===== src/shared/ovc_params.svh =====
`ifndef OVC_PARAMS_SVH
`define OVC_PARAMS_SVH
// register indices, byte address is index times four
`define OVC_IDX_W 10
`define OVC_IDX_OVT 10'h009
`define OVC_IDX_UVT 10'h00A
`define OVC_IDX_EXU 10'h00C
`define OVC_IDX_EXL 10'h00D
`define OVC_IDX_CTRL 10'h32C
`define OVC_IDX_STAT 10'h340
`define OVC_IDX_MASK 10'h341
`define OVC_IDX_SCAN 10'h342
// fields and reset values
`define OVC_CODE_W 6
`define OVC_OVT_RST 6'h3F
`define OVC_UVT_RST 6'h00
`define OVC_EXC_RST 8'h00
`define OVC_MODE_LSB 0
`define OVC_GO_BIT 2
`define OVC_LOCK_LSB 3
`define OVC_STAT_W 5
`define OVC_STAT_RST 5'h00
`define OVC_STAT_OV 0
`define OVC_STAT_UV 1
`define OVC_STAT_BDONE 2
`define OVC_STAT_BFAIL 3
`define OVC_STAT_START 4
// threshold decode, millivolts
`define OVC_MV_W 13
`define OVC_OV_LO0 6'h02
`define OVC_OV_HI0 6'h0E
`define OVC_OV_LO1 6'h12
`define OVC_OV_HI1 6'h1E
`define OVC_OV_LO2 6'h22
`define OVC_OV_HI2 6'h2E
`define OVC_OV_MV0 13'h0A8C
`define OVC_OV_MV1 13'h0DAC
`define OVC_OV_MV2 13'h104F
`define OVC_OV_STEP 13'h0019
`define OVC_UV_MV0 13'h04B0
`define OVC_UV_STEP 13'h0032
`define OVC_UV_TOP_CODE 6'h26
`define OVC_UV_TOP_MV 13'h0C1C
// channel dwell, a least time rounded up to clock cycles
`define OVC_CLK_NS 32'h00000028
`define OVC_DWELL_NS 32'h000003E8
`define OVC_DWELL_CYC ((`OVC_DWELL_NS + `OVC_CLK_NS - 32'h1) / `OVC_CLK_NS)
`endif


===== src/shared/ovc_pkg.sv =====
`default_nettype none
package ovc_pkg;
  typedef enum logic [1:0] {
    OVC_MODE_IDLE = 2'h0,
    OVC_MODE_RR = 2'h1,
    OVC_MODE_BUILT_IN_SELF_TEST = 2'h2,
    OVC_MODE_LOCK = 2'h3
  } ovc_mode_t;
  typedef enum logic [3:0] {
    OVC_S_IDLE = 4'h1,
    OVC_S_RUN = 4'h2,
    OVC_S_BIST1 = 4'h4,
    OVC_S_BIST2 = 4'h8
  } ovc_state_t;
endpackage : ovc_pkg
`default_nettype wire


===== src/shared/ovc_scan_if.sv =====
`timescale 1ns/1ns
`default_nettype none
`include "ovc_params.svh"
interface ovc_scan_if;
  logic start;
  ovc_pkg::ovc_mode_t mode;
  logic [3:0] lock_ch;
  logic [`OVC_MV_W-1:0] ov_mv;
  logic [`OVC_MV_W-1:0] uv_mv;
  logic [`OVC_MV_W-1:0] sense_mv;
  logic [15:0] excl;
  logic [3:0] sel_ch;
  logic [3:0] hit_ch;
  logic ov_hit;
  logic uv_hit;
  logic built_in_self_test_done;
  logic built_in_self_test_fail;
  logic running;
  modport ctrl (output start, mode, lock_ch, ov_mv, uv_mv, sense_mv, excl,
    input sel_ch, hit_ch, ov_hit, uv_hit, built_in_self_test_done, built_in_self_test_fail, running);
  modport scan (input start, mode, lock_ch, ov_mv, uv_mv, sense_mv, excl,
    output sel_ch, hit_ch, ov_hit, uv_hit, built_in_self_test_done, built_in_self_test_fail, running);
endinterface : ovc_scan_if
`default_nettype wire


===== src/ovc_ctrl.sv =====
// Function
// - overvoltage code is bits 5:0 of its register, resets to all ones
// - overvoltage codes 0x02..0x0E give 2700..3000 mV in 25 mV steps
// - overvoltage codes 0x12..0x1E give 3500..3800 mV in 25 mV steps
// - overvoltage codes 0x22..0x2E give 4175..4475 mV in 25 mV steps
// - any other overvoltage code selects 2700 mV
// - undervoltage codes 0x00..0x26 give 1200..3100 mV in 50 mV steps, reset zero
// - undervoltage codes above the range select 3100 mV
// - one exclusion bit per channel, 16..9 upper register, 8..1 lower register
// - an excluded channel never raises an undervoltage detection
// - start bit samples all settings, starts comparators, then reads zero
// - mode 00 keeps comparators idle, mode 01 scans all channels in turn
// - mode 10 runs the comparator self-test cycle
// - mode 11 holds both comparators on the locked channel
// - lock field value n selects sense channel n+1
//
// Design decision made here: the APB interface to the registers.
`timescale 1ns/1ns
`default_nettype none
`include "ovc_params.svh"
module ovc_ctrl #(
  parameter int unsigned DWELL_CYC = `OVC_DWELL_CYC
) (
  input wire logic clk_sys,
  input wire logic nrst,
  input wire logic ce,
  input wire logic psel,
  input wire logic penable,
  input wire logic pwrite,
  input wire logic [11:0] paddr,
  input wire logic [31:0] pwdata,
  output logic [31:0] prdata,
  output logic pready,
  output logic pslverr,
  input wire logic [`OVC_MV_W-1:0] sense_mv,
  output logic [3:0] sense_sel,
  output logic irq
);
  ////////////////////////////////////////////////////////////////////////////
  logic rst_s1;
  logic rst_n;
  logic [`OVC_CODE_W-1:0] ovt;
  logic [`OVC_CODE_W-1:0] uvt;
  logic [7:0] exu;
  logic [7:0] exl;
  logic [3:0] lock_f;
  ovc_pkg::ovc_mode_t mode_f;
  logic go;
  logic [`OVC_STAT_W-1:0] status;
  logic [`OVC_STAT_W-1:0] mask;
  logic [`OVC_STAT_W-1:0] next_status;
  logic [`OVC_STAT_W-1:0] ev;
  logic [3:0] last_ch;
  logic [`OVC_MV_W-1:0] dec_ov;
  logic [`OVC_MV_W-1:0] dec_uv;
  logic [31:0] next_rdata;
  logic next_err;
  logic setup;
  logic wr;
  logic wr_go;
  logic [`OVC_IDX_W-1:0] idx;
  ovc_pkg::ovc_mode_t mode_q;
  logic [3:0] lock_q;
  ovc_scan_if sif ();

  // reset release through two flops
  always_ff @(posedge clk_sys or negedge nrst)
    if (!nrst)
    begin
      rst_s1 <= 1'b0;
      rst_n <= 1'b0;
    end
    else
    begin
      rst_s1 <= 1'b1;
      rst_n <= rst_s1;
    end

  ////////////////////////////////////////////////////////////////////////////
  // apb slave, no wait states
  assign idx = paddr[11:2];
  assign setup = psel && !penable;
  assign wr = psel && penable && pready && pwrite && !pslverr;
  assign wr_go = wr && idx == `OVC_IDX_CTRL && pwdata[`OVC_GO_BIT];

  always_comb
  begin
    next_rdata = 32'h00000000;
    next_err = 1'b0;
    case (idx)
      `OVC_IDX_OVT: next_rdata = {26'h0000000, ovt};
      `OVC_IDX_UVT: next_rdata = {26'h0000000, uvt};
      `OVC_IDX_EXU: next_rdata = {24'h000000, exu};
      `OVC_IDX_EXL: next_rdata = {24'h000000, exl};
      `OVC_IDX_CTRL: next_rdata = {25'h0000000, lock_f, go, mode_f};
      `OVC_IDX_STAT: next_rdata = {27'h0000000, status};
      `OVC_IDX_MASK: next_rdata = {27'h0000000, mask};
      `OVC_IDX_SCAN: next_rdata = {21'h000000, mode_q, sif.running, last_ch, sif.sel_ch};
      default: next_err = 1'b1;
    endcase
    if (paddr[1:0] != 2'h0)
      next_err = 1'b1;
  end

  always_ff @(posedge clk_sys or negedge rst_n)
    if (!rst_n)
    begin
      pready <= 1'b0;
      pslverr <= 1'b0;
      prdata <= 32'h00000000;
    end
    else if (ce)
    begin
      pready <= setup;
      pslverr <= setup && next_err;
      if (setup)
        prdata <= pwrite ? 32'h00000000 : next_rdata;
    end

  ////////////////////////////////////////////////////////////////////////////
  // configuration registers
  always_ff @(posedge clk_sys or negedge rst_n)
    if (!rst_n)
    begin
      ovt <= `OVC_OVT_RST;
      uvt <= `OVC_UVT_RST;
      exu <= `OVC_EXC_RST;
      exl <= `OVC_EXC_RST;
    end
    else if (ce && wr)
    begin
      if (idx == `OVC_IDX_OVT)
        ovt <= pwdata[`OVC_CODE_W-1:0];
      if (idx == `OVC_IDX_UVT)
        uvt <= pwdata[`OVC_CODE_W-1:0];
      if (idx == `OVC_IDX_EXU)
        exu <= pwdata[7:0];
      if (idx == `OVC_IDX_EXL)
        exl <= pwdata[7:0];
    end

  // reserved control bits are not stored and read zero
  always_ff @(posedge clk_sys or negedge rst_n)
    if (!rst_n)
    begin
      lock_f <= 4'h0;
      mode_f <= ovc_pkg::OVC_MODE_IDLE;
    end
    else if (ce && wr && idx == `OVC_IDX_CTRL)
    begin
      lock_f <= pwdata[`OVC_LOCK_LSB +: 4];
      mode_f <= ovc_pkg::ovc_mode_t'(pwdata[`OVC_MODE_LSB +: 2]);
    end

  // start bit: high for one cycle, then clears itself
  always_ff @(posedge clk_sys or negedge rst_n)
    if (!rst_n)
      go <= 1'b0;
    else if (ce)
      go <= wr_go;

  ////////////////////////////////////////////////////////////////////////////
  // sampled settings, held until the next start
  ovc_thr_dec u_dec (
    .ov_code(ovt),
    .uv_code(uvt),
    .ov_mv(dec_ov),
    .uv_mv(dec_uv)
  );

  always_ff @(posedge clk_sys or negedge rst_n)
    if (!rst_n)
    begin
      mode_q <= ovc_pkg::OVC_MODE_IDLE;
      lock_q <= 4'h0;
      sif.ov_mv <= `OVC_OV_MV0;
      sif.uv_mv <= `OVC_UV_MV0;
      sif.excl <= {`OVC_EXC_RST, `OVC_EXC_RST};
    end
    else if (ce && wr_go)
    begin
      mode_q <= ovc_pkg::ovc_mode_t'(pwdata[`OVC_MODE_LSB +: 2]);
      lock_q <= pwdata[`OVC_LOCK_LSB +: 4];
      sif.ov_mv <= dec_ov;
      sif.uv_mv <= dec_uv;
      sif.excl <= {exu, exl};
    end

  assign sif.start = go;
  assign sif.mode = mode_q;
  assign sif.lock_ch = lock_q;
  assign sif.sense_mv = sense_mv;

  ovc_scan #(
    .DWELL_CYC(DWELL_CYC)
  ) u_scan (
    .clk_sys(clk_sys),
    .rst_n(rst_n),
    .ce(ce),
    .sif(sif)
  );

  assign sense_sel = sif.sel_ch;

  ////////////////////////////////////////////////////////////////////////////
  // sticky status, write one to clear, a set wins over a clear
  assign ev[`OVC_STAT_OV] = sif.ov_hit;
  assign ev[`OVC_STAT_UV] = sif.uv_hit;
  assign ev[`OVC_STAT_BDONE] = sif.built_in_self_test_done;
  assign ev[`OVC_STAT_BFAIL] = sif.built_in_self_test_done && sif.built_in_self_test_fail;
  assign ev[`OVC_STAT_START] = go;

  always_comb
  begin
    next_status = status;
    if (wr && idx == `OVC_IDX_STAT)
      next_status = status & ~pwdata[`OVC_STAT_W-1:0];
    next_status = next_status | ev;
  end

  always_ff @(posedge clk_sys or negedge rst_n)
    if (!rst_n)
      status <= `OVC_STAT_RST;
    else if (ce)
      status <= next_status;

  always_ff @(posedge clk_sys or negedge rst_n)
    if (!rst_n)
      mask <= `OVC_STAT_RST;
    else if (ce && wr && idx == `OVC_IDX_MASK)
      mask <= pwdata[`OVC_STAT_W-1:0];

  always_ff @(posedge clk_sys or negedge rst_n)
    if (!rst_n)
      last_ch <= 4'h0;
    else if (ce && (sif.ov_hit || sif.uv_hit))
      last_ch <= sif.hit_ch;

  always_ff @(posedge clk_sys or negedge rst_n)
    if (!rst_n)
      irq <= 1'b0;
    else if (ce)
      irq <= |(status & mask);
endmodule : ovc_ctrl
`default_nettype wire


===== src/ovc_scan.sv =====
`timescale 1ns/1ns
`default_nettype none
`include "ovc_params.svh"
module ovc_scan #(
  parameter int unsigned DWELL_CYC = `OVC_DWELL_CYC
) (
  input wire logic clk_sys,
  input wire logic rst_n,
  input wire logic ce,
  ovc_scan_if.scan sif
);
  if (DWELL_CYC < 2 || DWELL_CYC > 65535)
  begin : g_bad_dwell
    $error("dwell count out of range");
  end

  ovc_pkg::ovc_state_t state;
  logic [15:0] cnt;
  logic [3:0] ch;
  logic tick;
  logic [1:0] c_ch;
  logic [1:0] c_ovp;
  logic [1:0] c_ov;
  logic [1:0] c_uvm;
  logic [1:0] c_uv;

  // {above overvoltage, below undervoltage and not excluded}
  function automatic logic [1:0] cmp(input logic [`OVC_MV_W-1:0] v,
    input logic [`OVC_MV_W-1:0] ov, input logic [`OVC_MV_W-1:0] uv, input logic ex);
    cmp = {v > ov, (v < uv) && !ex};
  endfunction : cmp

  assign tick = (state != ovc_pkg::OVC_S_IDLE) && (cnt == 16'(DWELL_CYC - 1));
  assign c_ch = cmp(sif.sense_mv, sif.ov_mv, sif.uv_mv, sif.excl[ch]);
  assign c_ovp = cmp(sif.ov_mv + 13'h0001, sif.ov_mv, sif.uv_mv, 1'b1);
  assign c_ov = cmp(sif.ov_mv, sif.ov_mv, sif.uv_mv, 1'b1);
  assign c_uvm = cmp(sif.uv_mv - 13'h0001, sif.ov_mv, sif.uv_mv, 1'b0);
  assign c_uv = cmp(sif.uv_mv, sif.ov_mv, sif.uv_mv, 1'b0);
  assign sif.running = (state != ovc_pkg::OVC_S_IDLE);
  assign sif.sel_ch = ch;

  always_ff @(posedge clk_sys or negedge rst_n)
    if (!rst_n)
      state <= ovc_pkg::OVC_S_IDLE;
    else if (ce)
    begin
      if (sif.start)
        case (sif.mode)
          ovc_pkg::OVC_MODE_RR: state <= ovc_pkg::OVC_S_RUN;
          ovc_pkg::OVC_MODE_LOCK: state <= ovc_pkg::OVC_S_RUN;
          ovc_pkg::OVC_MODE_BUILT_IN_SELF_TEST: state <= ovc_pkg::OVC_S_BIST1;
          default: state <= ovc_pkg::OVC_S_IDLE;
        endcase
      else if (tick)
        case (state)
          ovc_pkg::OVC_S_BIST1: state <= ovc_pkg::OVC_S_BIST2;
          ovc_pkg::OVC_S_BIST2: state <= ovc_pkg::OVC_S_IDLE;
          default: state <= state;
        endcase
    end

  always_ff @(posedge clk_sys or negedge rst_n)
    if (!rst_n)
      cnt <= 16'h0000;
    else if (ce)
      cnt <= (sif.start || tick || !sif.running) ? 16'h0000 : cnt + 16'h0001;

  always_ff @(posedge clk_sys or negedge rst_n)
    if (!rst_n)
      ch <= 4'h0;
    else if (ce)
    begin
      if (sif.start)
        ch <= (sif.mode == ovc_pkg::OVC_MODE_LOCK) ? sif.lock_ch : 4'h0;
      else if (tick && state == ovc_pkg::OVC_S_RUN && sif.mode == ovc_pkg::OVC_MODE_RR)
        ch <= ch + 4'h1;
    end

  // detections only at the end of a dwell in a running mode
  always_ff @(posedge clk_sys or negedge rst_n)
    if (!rst_n)
    begin
      sif.ov_hit <= 1'b0;
      sif.uv_hit <= 1'b0;
      sif.hit_ch <= 4'h0;
    end
    else if (ce)
    begin
      sif.ov_hit <= tick && state == ovc_pkg::OVC_S_RUN && c_ch[1];
      sif.uv_hit <= tick && state == ovc_pkg::OVC_S_RUN && c_ch[0];
      sif.hit_ch <= ch;
    end

  always_ff @(posedge clk_sys or negedge rst_n)
    if (!rst_n)
    begin
      sif.built_in_self_test_done <= 1'b0;
      sif.built_in_self_test_fail <= 1'b0;
    end
    else if (ce)
    begin
      sif.built_in_self_test_done <= tick && state == ovc_pkg::OVC_S_BIST2;
      if (sif.start)
        sif.built_in_self_test_fail <= 1'b0;
      else if (tick && state == ovc_pkg::OVC_S_BIST1)
        sif.built_in_self_test_fail <= !(c_ovp[1] && !c_ov[1]);
      else if (tick && state == ovc_pkg::OVC_S_BIST2)
        sif.built_in_self_test_fail <= sif.built_in_self_test_fail || !(c_uvm[0] && !c_uv[0]);
    end
endmodule : ovc_scan
`default_nettype wire


===== src/ovc_thr_dec.sv =====
`timescale 1ns/1ns
`default_nettype none
`include "ovc_params.svh"
module ovc_thr_dec (
  input wire logic [`OVC_CODE_W-1:0] ov_code,
  input wire logic [`OVC_CODE_W-1:0] uv_code,
  output logic [`OVC_MV_W-1:0] ov_mv,
  output logic [`OVC_MV_W-1:0] uv_mv
);
  always_comb
  begin
    ov_mv = `OVC_OV_MV0;
    if (ov_code >= `OVC_OV_LO0 && ov_code <= `OVC_OV_HI0)
      ov_mv = `OVC_OV_MV0 + `OVC_MV_W'(`OVC_MV_W'(ov_code - `OVC_OV_LO0) * `OVC_OV_STEP);
    if (ov_code >= `OVC_OV_LO1 && ov_code <= `OVC_OV_HI1)
      ov_mv = `OVC_OV_MV1 + `OVC_MV_W'(`OVC_MV_W'(ov_code - `OVC_OV_LO1) * `OVC_OV_STEP);
    if (ov_code >= `OVC_OV_LO2 && ov_code <= `OVC_OV_HI2)
      ov_mv = `OVC_OV_MV2 + `OVC_MV_W'(`OVC_MV_W'(ov_code - `OVC_OV_LO2) * `OVC_OV_STEP);
  end

  always_comb
  begin
    uv_mv = `OVC_UV_TOP_MV;
    if (uv_code <= `OVC_UV_TOP_CODE)
      uv_mv = `OVC_UV_MV0 + `OVC_MV_W'(`OVC_MV_W'(uv_code) * `OVC_UV_STEP);
  end
endmodule : ovc_thr_dec
`default_nettype wire


===== config.mk =====
export PLATFORM = sky130hd
export DESIGN_NAME = ovc_ctrl
export DESIGN_NICKNAME = d
export VERILOG_FILES = /design/src/shared/ovc_pkg.sv /design/src/shared/ovc_scan_if.sv /design/src/ovc_ctrl.sv /design/src/ovc_scan.sv /design/src/ovc_thr_dec.sv
export VERILOG_INCLUDE_DIRS = /design/src /design/src/shared
export SDC_FILE = /design/constraint.sdc
export NUM_CORES = 1
export LEC_CHECK = 0
export ABC_AREA = 1
export BUFFER_PORTS_ARGS = -buffer_cell sky130_fd_sc_hd__buf_2
export CAP_MARGIN = 0
export CORE_UTILIZATION = 62
export DETAILED_ROUTE_END_ITERATION = 6
export PLACE_DENSITY = 0.84
export SETUP_SLACK_MARGIN = 0.05
export SLEW_MARGIN = 0
export SYNTH_ARGS = -nofsm -noshare
export SYNTH_HDL_FRONTEND = slang
export SYNTH_HIERARCHICAL = 1
export SYNTH_SLANG_ARGS = --single-unit

===== constraint.sdc =====
create_clock -name clk_sys -period 5.9 [get_ports clk_sys]
set_clock_uncertainty 0.2 [all_clocks]
set_input_delay 0.885 -clock clk_sys [delete_from_list [all_inputs] [get_ports clk_sys]]
set_output_delay 0.885 -clock clk_sys [all_outputs]
set_load 0.01 [all_outputs]

==> results.json, run 1 <==
{
  "status": "finished clean",
  "post_cts_buffers": 0,
  "p_sw_frac": 0.2557,
  "pwr_density_cell_nw_per_um2": 187.7,
  "syn_area_per_cell_um2": 7.085,
  "grt_pass1_wl_um": 49170,
  "finalInstanceArea_um2": 13350,
  "drtIter0Drc": 1169,
  "critical_path_required_ns": 6.01,
  "start_kind": "flip-flop",
  "clock_power_share": 0.475,
  "hold_violations": 0,
  "track_usage": 0.3076,
  "cts-root-buf": "clkbuf_16",
  "dp.final_hpwl_um": 22910,
  "worstSetupEndpointType": "flip-flop",
  "avgRoutedWirePerCell_um": 14.84,
  "postRouteAntennaNets": 0,
  "via_per_inst": 5.560,
  "grt_pass1_vias": 10450,
  "p_sw_mw": 0.6407,
  "cp_data_arrival_time_ns": 5.10,
  "seq_area_um2": 3652,
  "final_common_cell": "nand2_1",
  "internal-power_mw": 1.865,
  "synth.cell_area_um2": 12290,
  "fin_crit_sh": 0.8457,
  "num_antenna_cells": 0,
  "hold_path.class": "input pin to async pin",
  "dieArea_um2": 20380,
  "nNetsFinal": 2008,
  "clk_path_buf_depth": 2,
  "r2r_cells": 21,
  "area_growth_pct": 8.667,
  "ys_ff_latch": 145,
  "tightest_slew_ns": 1.100,
  "r2r-end": "sif.ov_mv[12]",
  "cts_resized": 0,
  "path_class": "flip-flop to flip-flop",
  "synthArstFlopShare": 1.000,
  "ir_drop_v": 0.0002040,
  "cts_hold_buf": 0,
  "dr.pass1.iters": 5,
  "grt_start_max_net_pins": 87,
  "crit_path_frequent_cell": "nand2_1",
  "drc": 0,
  "most-common-layout-cells": "nand2_1, inv_1, nor2_1, ha_1, dfrtp_1",
  "gp_congestion": 0.9206,
  "synth_edf_count": 0,
  "clk_pin_slew_ns": 0.07,
  "post-route-min-period_ns": 4.990,
  "antenna_found_initial": 0,
  "nFillCells": 1595,
  "vias": 11470,
  "cap_violations": 0,
  "path_cells": "inv_2 -> ha_1 -> nand2_2 -> nand2_1 -> ha_1 -> inv_1 -> fa_1 -> inv_1 -> ha_1 -> fa_1 -> ha_1 -> a21oi_1 -> o21ai_0 -> nand2_1 -> nand3_1 -> nor2_1 -> nor2_1 -> nor2_1 -> nand2_1 -> nand2_1 -> nand2_1",
  "cts_tree": "built",
  "critPathMaxFanout": 13,
  "cts.sinks": 145,
  "io_buffers": 56,
  "postSynthCellCount": 1734,
  "crit_slowest_cell": "dfstp_2",
  "yosysSeqAreaShare": 0.2970,
  "critPathMaxStageDelay_ns": 0.75,
  "clk_latency_ns": 0.43,
  "pin_count": 102,
  "final-setup-viol-count": 0,
  "reg2reg_from": "ovt[1]",
  "multi_input_area_um2": 7569,
  "combPwrFrac": 0.091,
  "rsz0062_at_grt": "no",
  "routed_wl_um": 30610,
  "slew-limit-headroom": 0.2664,
  "htreeDepth": 4,
  "dpl_cell_area_um2": 12710,
  "yosys_warnings": 6,
  "drive_above_1_share": 0.09738,
  "rows": 51,
  "synthFlopType": "dfrtp_1",
  "path_delay_family": "adder cells",
  "leakage_nw": 7.342,
  "die_w_um": 142.8,
  "crit_buf_inv": 3,
  "cts_made_buffers": 17,
  "rrSetupSlack_ns": 0.91,
  "setup_tns_ns": 0,
  "yosys.cell_types.count": 51,
  "grt_overflow": 0,
  "die_y_um": 142.8,
  "fmax_mhz": 200.4,
  "drv_slew": 0,
  "core_area_um2": 19460,
  "p_seq_frac": 0.434,
  "start_util": 0.6312
}
==> worst register-to-register path: stages (launching register included) <==
cell	delay, ns
dfstp_2	0.75
inv_2	0.19
ha_1	0.28
nand2_2	0.12
nand2_1	0.23
ha_1	0.38
inv_1	0.09
fa_1	0.51
inv_1	0.04
ha_1	0.20
fa_1	0.44
ha_1	0.38
a21oi_1	0.23
o21ai_0	0.14
nand2_1	0.07
nand3_1	0.06
nor2_1	0.09
nor2_1	0.05
nor2_1	0.23
nand2_1	0.09
nand2_1	0.07
nand2_1	0.05
==> cells in the mapped netlist, types with 2 or more instances <==
cell | n | area share
a21o_1 | 4 | 0.0024
a21oi_1 | 43 | 0.018
a21oi_2 | 3 | 0.0021
a31oi_1 | 2 | 0.0010
buf_2 | 17 | 0.0069
buf_4 | 23 | 0.014
clkbuf_1 | 8 | 0.0024
conb_1 | 3 | 0.00092
dfrtp_1 | 129 | 0.26
dfstp_2 | 16 | 0.034
fa_1 | 18 | 0.029
ha_1 | 143 | 0.15
inv_1 | 212 | 0.065
inv_2 | 12 | 0.0037
mux2_2 | 3 | 0.0027
nand2_1 | 544 | 0.17
nand2_2 | 15 | 0.0076
nand3_1 | 121 | 0.049
nand3_2 | 3 | 0.0024
nand3b_1 | 9 | 0.0055
nand4_1 | 27 | 0.014
nor2_1 | 148 | 0.045
nor2_2 | 13 | 0.0066
nor2_4 | 4 | 0.0037
nor3_1 | 19 | 0.0077
nor3_4 | 2 | 0.0026
nor3b_2 | 2 | 0.0020
nor4_1 | 5 | 0.0025
o211ai_1 | 6 | 0.0037
o21ai_0 | 93 | 0.038
o21ai_1 | 19 | 0.0077
o21ai_2 | 2 | 0.0014
o21bai_1 | 5 | 0.0031
o22ai_1 | 6 | 0.0031
o31ai_1 | 2 | 0.0012
or2_2 | 7 | 0.0036
xnor2_1 | 8 | 0.0057
xor2_1 | 25 | 0.018
==> how the worst max path moves through the flow <==
stage / startpoint / endpoint / slack [ns] / cells past startpoint
2_1_floorplan: rst_n / exl[0] / 1.39 / 0
3_3_place_gp: ovt[1] / sif.ov_mv[12] / 1.02 / 21
3_5_place_dp: ovt[1] / sif.ov_mv[12] / 0.97 / 21
4_1_cts: ovt[1] / sif.ov_mv[12] / 0.97 / 21
5_1_grt: ovt[1] / sif.ov_mv[12] / 0.58 / 21
6_report: ovt[1] / sif.ov_mv[12] / 0.91 / 21
==> logic make-up (layout without fill, tap and decap cells) <==
kind of cell,Yosys count,in the layout,share of synthesized area
simple gates,925,925,0.3233
buf+inv,274,317,0.09308
compound gates,190,190,0.08453
fa+ha+maj,161,161,0.1750
flops,145,145,0.2970
xor+xnor,33,33,0.02353
other cells,3,23,0.0009165
mux,3,3,0.002750
==> registers in the layout, indices dropped and copies added, names as in the netlist, 5 cells and up <==
name and cells:
sif.excl 16, u_scan/cnt 16, sif.ov_mv 13, sif.uv_mv 13
prdata 11, exl 8, exu 8, ovt 6
uvt 6, mask 5, status 5
==> cell type report <==
| class | instances | area share |
|---|---|---|
| sequential | 145 | 0.2736 |
| clock buffer | 20 | 0.03271 |
| timing repair buffer | 60 | 0.02324 |
| tap | 265 | 0.02484 |
| multi-input combinational | 1335 | 0.5669 |
| inverter | 225 | 0.06326 |
| clock inverter | 12 | 0.01546 |
==> per-layer routing <==
layer | wire length (um) | vias up | GRT usage
li1 | - | 5629 | -
met1 | 13460 | 5324 | 0.4099
met2 | 14090 | 444 | 0.5000
met3 | 2275 | 68 | 0.05399
met4 | 787 | 0 | 0.1154
met5 | 0 | - | 0
==> stage by stage <==
stage,setup WS [ns],total power [mW],cells,util,hold WS (ns)
6_report,0.9104,2.505,2062,0.6860,0.02447
5_1_grt,0.5800,2.587,2062,0.6860,0.02241
4_1_cts,0.9657,2.507,2062,0.6860,0.02086
3_5_place_dp,0.9721,1.327,2030,0.6529,0.1347
3_3_place_gp,1.018,1.317,2030,0.6529,0.1364
2_1_floorplan,1.389,1.260,1754,-,0.1312
==> power groups by stage <==
| stage | Clock [mW] | Sequential [mW] | Combinational (mW) |
|---|---|---|---|
| 6_report | 1.19 | 1.09 | 0.228 |
| 5_1_grt | 1.24 | 1.09 | 0.256 |
| 4_1_cts | 1.19 | 1.09 | 0.226 |
| 3_5_place_dp | 0 | 1.10 | 0.224 |
| 3_3_place_gp | 0 | 1.10 | 0.215 |
| 2_1_floorplan | 0 | 1.09 | 0.168 |
Note: power is estimated with default switching activity, not from simulation.
==> run 2, diff against run 1 <==
==> constraint.sdc (replaced) <==
create_clock -name clk_sys -period 5 [get_ports clk_sys]
set_clock_uncertainty 0.2 [all_clocks]
set_input_delay 0.75 -clock clk_sys [delete_from_list [all_inputs] [get_ports clk_sys]]
set_output_delay 0.75 -clock clk_sys [all_outputs]
set_load 0.01 [all_outputs]
==> results.json, run 2 (synthesis results as in run 1) <==
{
  "drive_above_1_share": 0.1010,
  "start_util": 0.6312,
  "die_y_um": 142.8,
  "cp_data_arrival_time_ns": 4.49,
  "track_usage": 0.3054,
  "dieArea_um2": 20380,
  "io_buffers": 56,
  "drc": 0,
  "cts_resized": 0,
  "cp-startpoint": "ovt[1]",
  "drv_slew": 0,
  "critical_path_required_ns": 5.11,
  "routed_wl_um": 29950,
  "r2r_cells": 21,
  "core_area_um2": 19460,
  "cts_hold_buf": 1,
  "largest_registers": "sif.excl (16), u_scan/cnt (16)",
  "antenna_found_initial": 0,
  "vias": 11390,
  "critPathMaxStageDelay_ns": 0.53,
  "fin_crit_sh": 0.8762,
  "cts_made_buffers": 17,
  "die_w_um": 142.8,
  "rsz0062_at_grt": "no",
  "worstSetupEndpointType": "flip-flop",
  "post-route-min-period_ns": 4.381,
  "r2r-end": "sif.ov_mv[12]",
  "setup_tns_ns": 0,
  "ir_drop_v": 0.0002375,
  "tightest_slew_ns": 1.047,
  "cts_tree": "built",
  "path_cells": "inv_2 -> ha_1 -> nand2_2 -> nand2_1 -> ha_1 -> inv_1 -> fa_1 -> inv_1 -> ha_1 -> fa_1 -> ha_1 -> a21oi_1 -> o21ai_0 -> nand2_1 -> nand3_1 -> nor2_1 -> nor2_1 -> nor2_1 -> nand2_1 -> nand2_1 -> nand2_1",
  "num_antenna_cells": 0,
  "drtIter0Drc": 1030,
  "cts.sinks": 145,
  "pwr_density_cell_nw_per_um2": 209.8,
  "most-common-layout-cells": "nand2_1, inv_1, nor2_1, ha_1, dfrtp_1",
  "rrSetupSlack_ns": 0.62,
  "leakage_nw": 7.332,
  "cap_violations": 0,
  "final_common_cell": "nand2_1",
  "grt_start_max_net_pins": 54,
  "hold_violations": 0,
  "grt_pass1_vias": 10620,
  "area_growth_pct": 8.412,
  "pin_count": 102,
  "avgRoutedWirePerCell_um": 14.49,
  "dr.pass1.iters": 5,
  "rows": 51,
  "start_kind": "flip-flop",
  "slew-limit-headroom": 0.2993,
  "reg2reg_from": "ovt[1]",
  "crit_path_end": "sif.ov_mv[12]",
  "dp.final_hpwl_um": 22690,
  "crit_path_frequent_cell": "nand2_1",
  "fmax_mhz": 228.3,
  "path_class": "flip-flop to flip-flop",
  "postRouteAntennaNets": 0,
  "grt_overflow": 0,
  "critPathMaxFanout": 10,
  "cts-root-buf": "clkbuf_16",
  "clk_pin_slew_ns": 0.07,
  "hold_path.class": "flip-flop to async pin",
  "post_cts_buffers": 0,
  "htreeDepth": 4,
  "gp_congestion": 0.9122,
  "nNetsFinal": 2013,
  "clk_latency_ns": 0.43,
  "finalInstanceArea_um2": 13320,
  "crit_slowest_cell": "dfstp_2",
  "grt_pass1_wl_um": 49340,
  "clk_path_buf_depth": 2,
  "status": "finished clean",
  "dpl_cell_area_um2": 12740,
  "final-setup-viol-count": 0,
  "via_per_inst": 5.511
}
-- run 2: cell count changes in the layout (fill, tap and decap cells not counted), sizes merged, moves of 2 or more --
cell / delta
inv: +6
clkbuf: -3
buf: +4
bufinv: -4
clkinvlp: +2
-- run 2: cell type report --
| type | instances | area (um^2) |
|---|---|---|
| clock buffers | 17 | 425.4 |
| clock inverters | 15 | 146.4 |
| fillers | 1642 | 6143 |
| inverters | 225 | 844.6 |
| multi-input cells | 1335 | 7569 |
| flip-flops and latches | 145 | 3652 |
| well taps | 265 | 331.6 |
| repair buffers | 65 | 350.3 |
-- run 2: worst min path at each step --
stage | end | slack (ns) | cells past startpoint
2_1_floorplan | rst_n | 0.13 | 0
3_3_place_gp | rst_n | 0.14 | 0
3_5_place_dp | rst_n | 0.14 | 0
4_1_cts | rst_n | 0.17 | 0
5_1_grt | rst_n | 0.17 | 0
6_report | prdata[0] | 0.15 | 0
-- run 2: critical path, delay by kind of cell, from the launching register on --
kind | cells | cell delay (ns)
AOI/OAI and AO/OA | 2 | 0.38
buffers and inverters | 3 | 0.23
and+or+nand+nor | 10 | 0.88
DFF | 1 | 0.53
adders and majority gates | 6 | 2.06
-- run 2: through the flow --
| step | utilization | power [mW] | hold slack [ns] | instances | setup WS (ns) |
|---|---|---|---|---|---|
| finish | 0.6843 | 2.794 | 0.1539 | 2067 | 0.6192 |
| global route | 0.6843 | 2.899 | 0.1692 | 2067 | 0.3296 |
| CTS | 0.6843 | 2.802 | 0.1676 | 2067 | 0.6712 |
| detailed placement | 0.6545 | 1.566 | 0.1379 | 2034 | 0.6841 |
| global placement | 0.6545 | 1.553 | 0.1378 | 2034 | 0.7127 |
| floorplan | - | 1.487 | 0.1312 | 1754 | 0.4888 |
-- run 2: where the power goes --
group | switching [mW] | internal (mW)
logic | 0.183 | 0.0944
clock network | 0.542 | 0.699
registers | 0.0605 | 1.22
-- run 2: routing by layer --
metal / vias up / GRT usage / routed length, um
met1: 5253 / 0.4154 / 13320
met3: 71 / 0.04661 / 1991
met5: - / 0 / 0
met2: 411 / 0.4948 / 13880
met4: 0 / 0.1075 / 766
li1: 5656 / - / -
==> run 3, diff against run 2 <==
--- a/config.mk
+++ b/config.mk
@@ -11,7 +11,8 @@
 export CAP_MARGIN = 0
 export CORE_UTILIZATION = 62
 export DETAILED_ROUTE_END_ITERATION = 6
-export PLACE_DENSITY = 0.84
+export GPL_TIMING_DRIVEN = 0
+export PLACE_DENSITY_LB_ADDON = 0.3
 export SETUP_SLACK_MARGIN = 0.05
 export SLEW_MARGIN = 0
 export SYNTH_ARGS = -nofsm -noshare
==> results.json, run 3 (synthesis results as in run 1) <==
{
  "path_delay_family": "adder cells",
  "grt_pass1_vias": 10540,
  "whs_ns": 0.01216,
  "dr.pass1.iters": 6,
  "path_cells": "inv_2 -> ha_1 -> nand2_2 -> nand2_2 -> ha_1 -> inv_1 -> fa_1 -> inv_1 -> ha_1 -> fa_1 -> ha_1 -> a21oi_2 -> o21ai_0 -> nand2_1 -> nand3_1 -> nor2_1 -> nor2_1 -> nor2_2 -> nand2_1 -> nand2_1 -> nand2_1",
  "gp_congestion": 0.9282,
  "clk_latency_ns": 0.43,
  "drive_above_1_share": 0.1232,
  "tightest_slew_ns": 0.6675,
  "grt_overflow": 0,
  "die_y_um": 142.8,
  "leakage_nw": 7.578,
  "nNetsFinal": 2062,
  "cp_data_arrival_time_ns": 4.79,
  "antenna_found_initial": 0,
  "cts_made_buffers": 17,
  "largest_registers": "sif.excl (16), u_scan/cnt (16)",
  "critPathMaxStageDelay_ns": 0.66,
  "grt_pass1_wl_um": 51520,
  "avgRoutedWirePerCell_um": 15.19,
  "die_w_um": 142.8,
  "worstSetupEndpointType": "flip-flop",
  "postRouteAntennaNets": 0,
  "drtIter0Drc": 886,
  "crit_path_end": "sif.ov_mv[12]",
  "start_util": 0.6312,
  "htreeDepth": 4,
  "cap_violations": 0,
  "cts.sinks": 145,
  "pwr_density_cell_nw_per_um2": 212.6,
  "via_per_inst": 5.538,
  "combPwrFrac": 0.105,
  "cp.depth": 21,
  "cts-root-buf": "clkbuf_16",
  "critical_path_required_ns": 5.11,
  "cp-startpoint": "ovt[1]",
  "status": "finished clean",
  "internal-power_mw": 2.132,
  "rsz0062_at_grt": "no",
  "path_class": "flip-flop to flip-flop",
  "clk_path_buf_depth": 2,
  "track_usage": 0.3223,
  "ir_drop_v": 0.0002261,
  "clk_pin_slew_ns": 0.07,
  "rows": 51,
  "reg2reg_from": "ovt[1]",
  "dieArea_um2": 20380,
  "cts_tree": "built",
  "rrSetupSlack_ns": 0.32,
  "p_sw_mw": 0.7849,
  "dp.final_hpwl_um": 24310,
  "core_area_um2": 19460,
  "p_sw_frac": 0.2691,
  "start_kind": "flip-flop",
  "post-route-min-period_ns": 4.682,
  "nFillCells": 1635,
  "fmax_mhz": 213.6,
  "routed_wl_um": 32130,
  "area_growth_pct": 11.69,
  "r2r-end": "sif.ov_mv[12]",
  "hold_violations": 0,
  "clock_power_share": 0.460,
  "vias": 11710,
  "drv_slew": 0,
  "final-setup-viol-count": 0,
  "postLayoutSetupSlackWorst_ns": 0.3182,
  "dp_slack_ns": -0.06829,
  "most-common-layout-cells": "nand2_1, inv_1, nor2_1, ha_1, dfrtp_1",
  "drc": 0,
  "p_seq_frac": 0.435,
  "grt_start_max_net_pins": 71,
  "fin_crit_sh": 0.9364,
  "io_buffers": 56,
  "crit_buf_inv": 3,
  "critPathMaxFanout": 10,
  "num_antenna_cells": 0,
  "pin_count": 102,
  "slew-limit-headroom": 0.5534,
  "crit_slowest_cell": "dfstp_4",
  "hold_path.class": "flip-flop to async pin",
  "r2r_cells": 21,
  "final_common_cell": "nand2_1"
}
[run 3: cell types whose count changed in the layout (fill, tap and decap cells not counted), sizes merged]
cell / delta
buf: +41
bufinv: +2
clkbuf: +9
inv: -4
[run 3: layer usage]
| layer | routed length (um) | track usage | vias up |
|---|---|---|---|
| li1 | - | - | 5746 |
| met1 | 14160 | 0.4443 | 5428 |
| met2 | 14930 | 0.5253 | 492 |
| met3 | 2505 | 0.05600 | 47 |
| met4 | 525 | 0.07980 | 0 |
| met5 | 0 | 0 | - |
[run 3: power groups by stage]
stage	sequential, mW	combinational [mW]	clock (mW)
floorplan	1.29	0.198	0
detailed placement	1.29	0.298	0
global placement	1.31	0.263	0
finish	1.27	0.305	1.34
CTS	1.27	0.302	1.34
global route	1.27	0.342	1.39
[run 3: what timing repair did]
| item | in CTS | in global routing |
|---|---|---|
| gates resized for setup | 2 | 5 |
| setup endpoints to repair | 1 | 5 |
| hold buffers | 1 | 0 |
| setup buffers | 0 | 6 |
| endpoints found under the hold margin | 2 | 0 |
[run 3: how the worst min path moves through the flow]
stage,startpoint,endpoint,slack [ns],cells past startpoint
3_5_place_dp,rst_n,prdata[4],0.01,0
3_3_place_gp,rst_s1,rst_n,0.14,0
5_1_grt,rst_n,prdata[4],0.03,0
6_report,rst_n,prdata[4],0.01,0
2_1_floorplan,rst_s1,rst_n,0.13,0
4_1_cts,rst_n,mask[4],0.02,0
[run 3: cell type report]
type                    count  area, um^2  area share
multi-input cells        1335        7585      0.5527
flip-flops and latches    145        3656      0.2664
inverters                 225       844.6     0.06155
clock buffers              18       439.2     0.03201
repair buffers             65       390.4     0.02845
well taps                 265       331.6     0.02416
plain buffers              49       299.0     0.02179
clock inverters            13       176.4     0.01286
[run 3: metrics by stage]
stage,instance area [um^2],utilization,instances,setup TNS [ns],total power [mW]
after floorplan,12360,-,1754,0,1.487
after global placement,12970,0.6665,2075,-123.73,1.569
after detailed placement,13030,0.6696,2077,-0.06829,1.585
after CTS,13660,0.7020,2109,0,2.911
after global routing,13720,0.7050,2115,0,3.008
final,13720,0.7050,2115,0,2.917
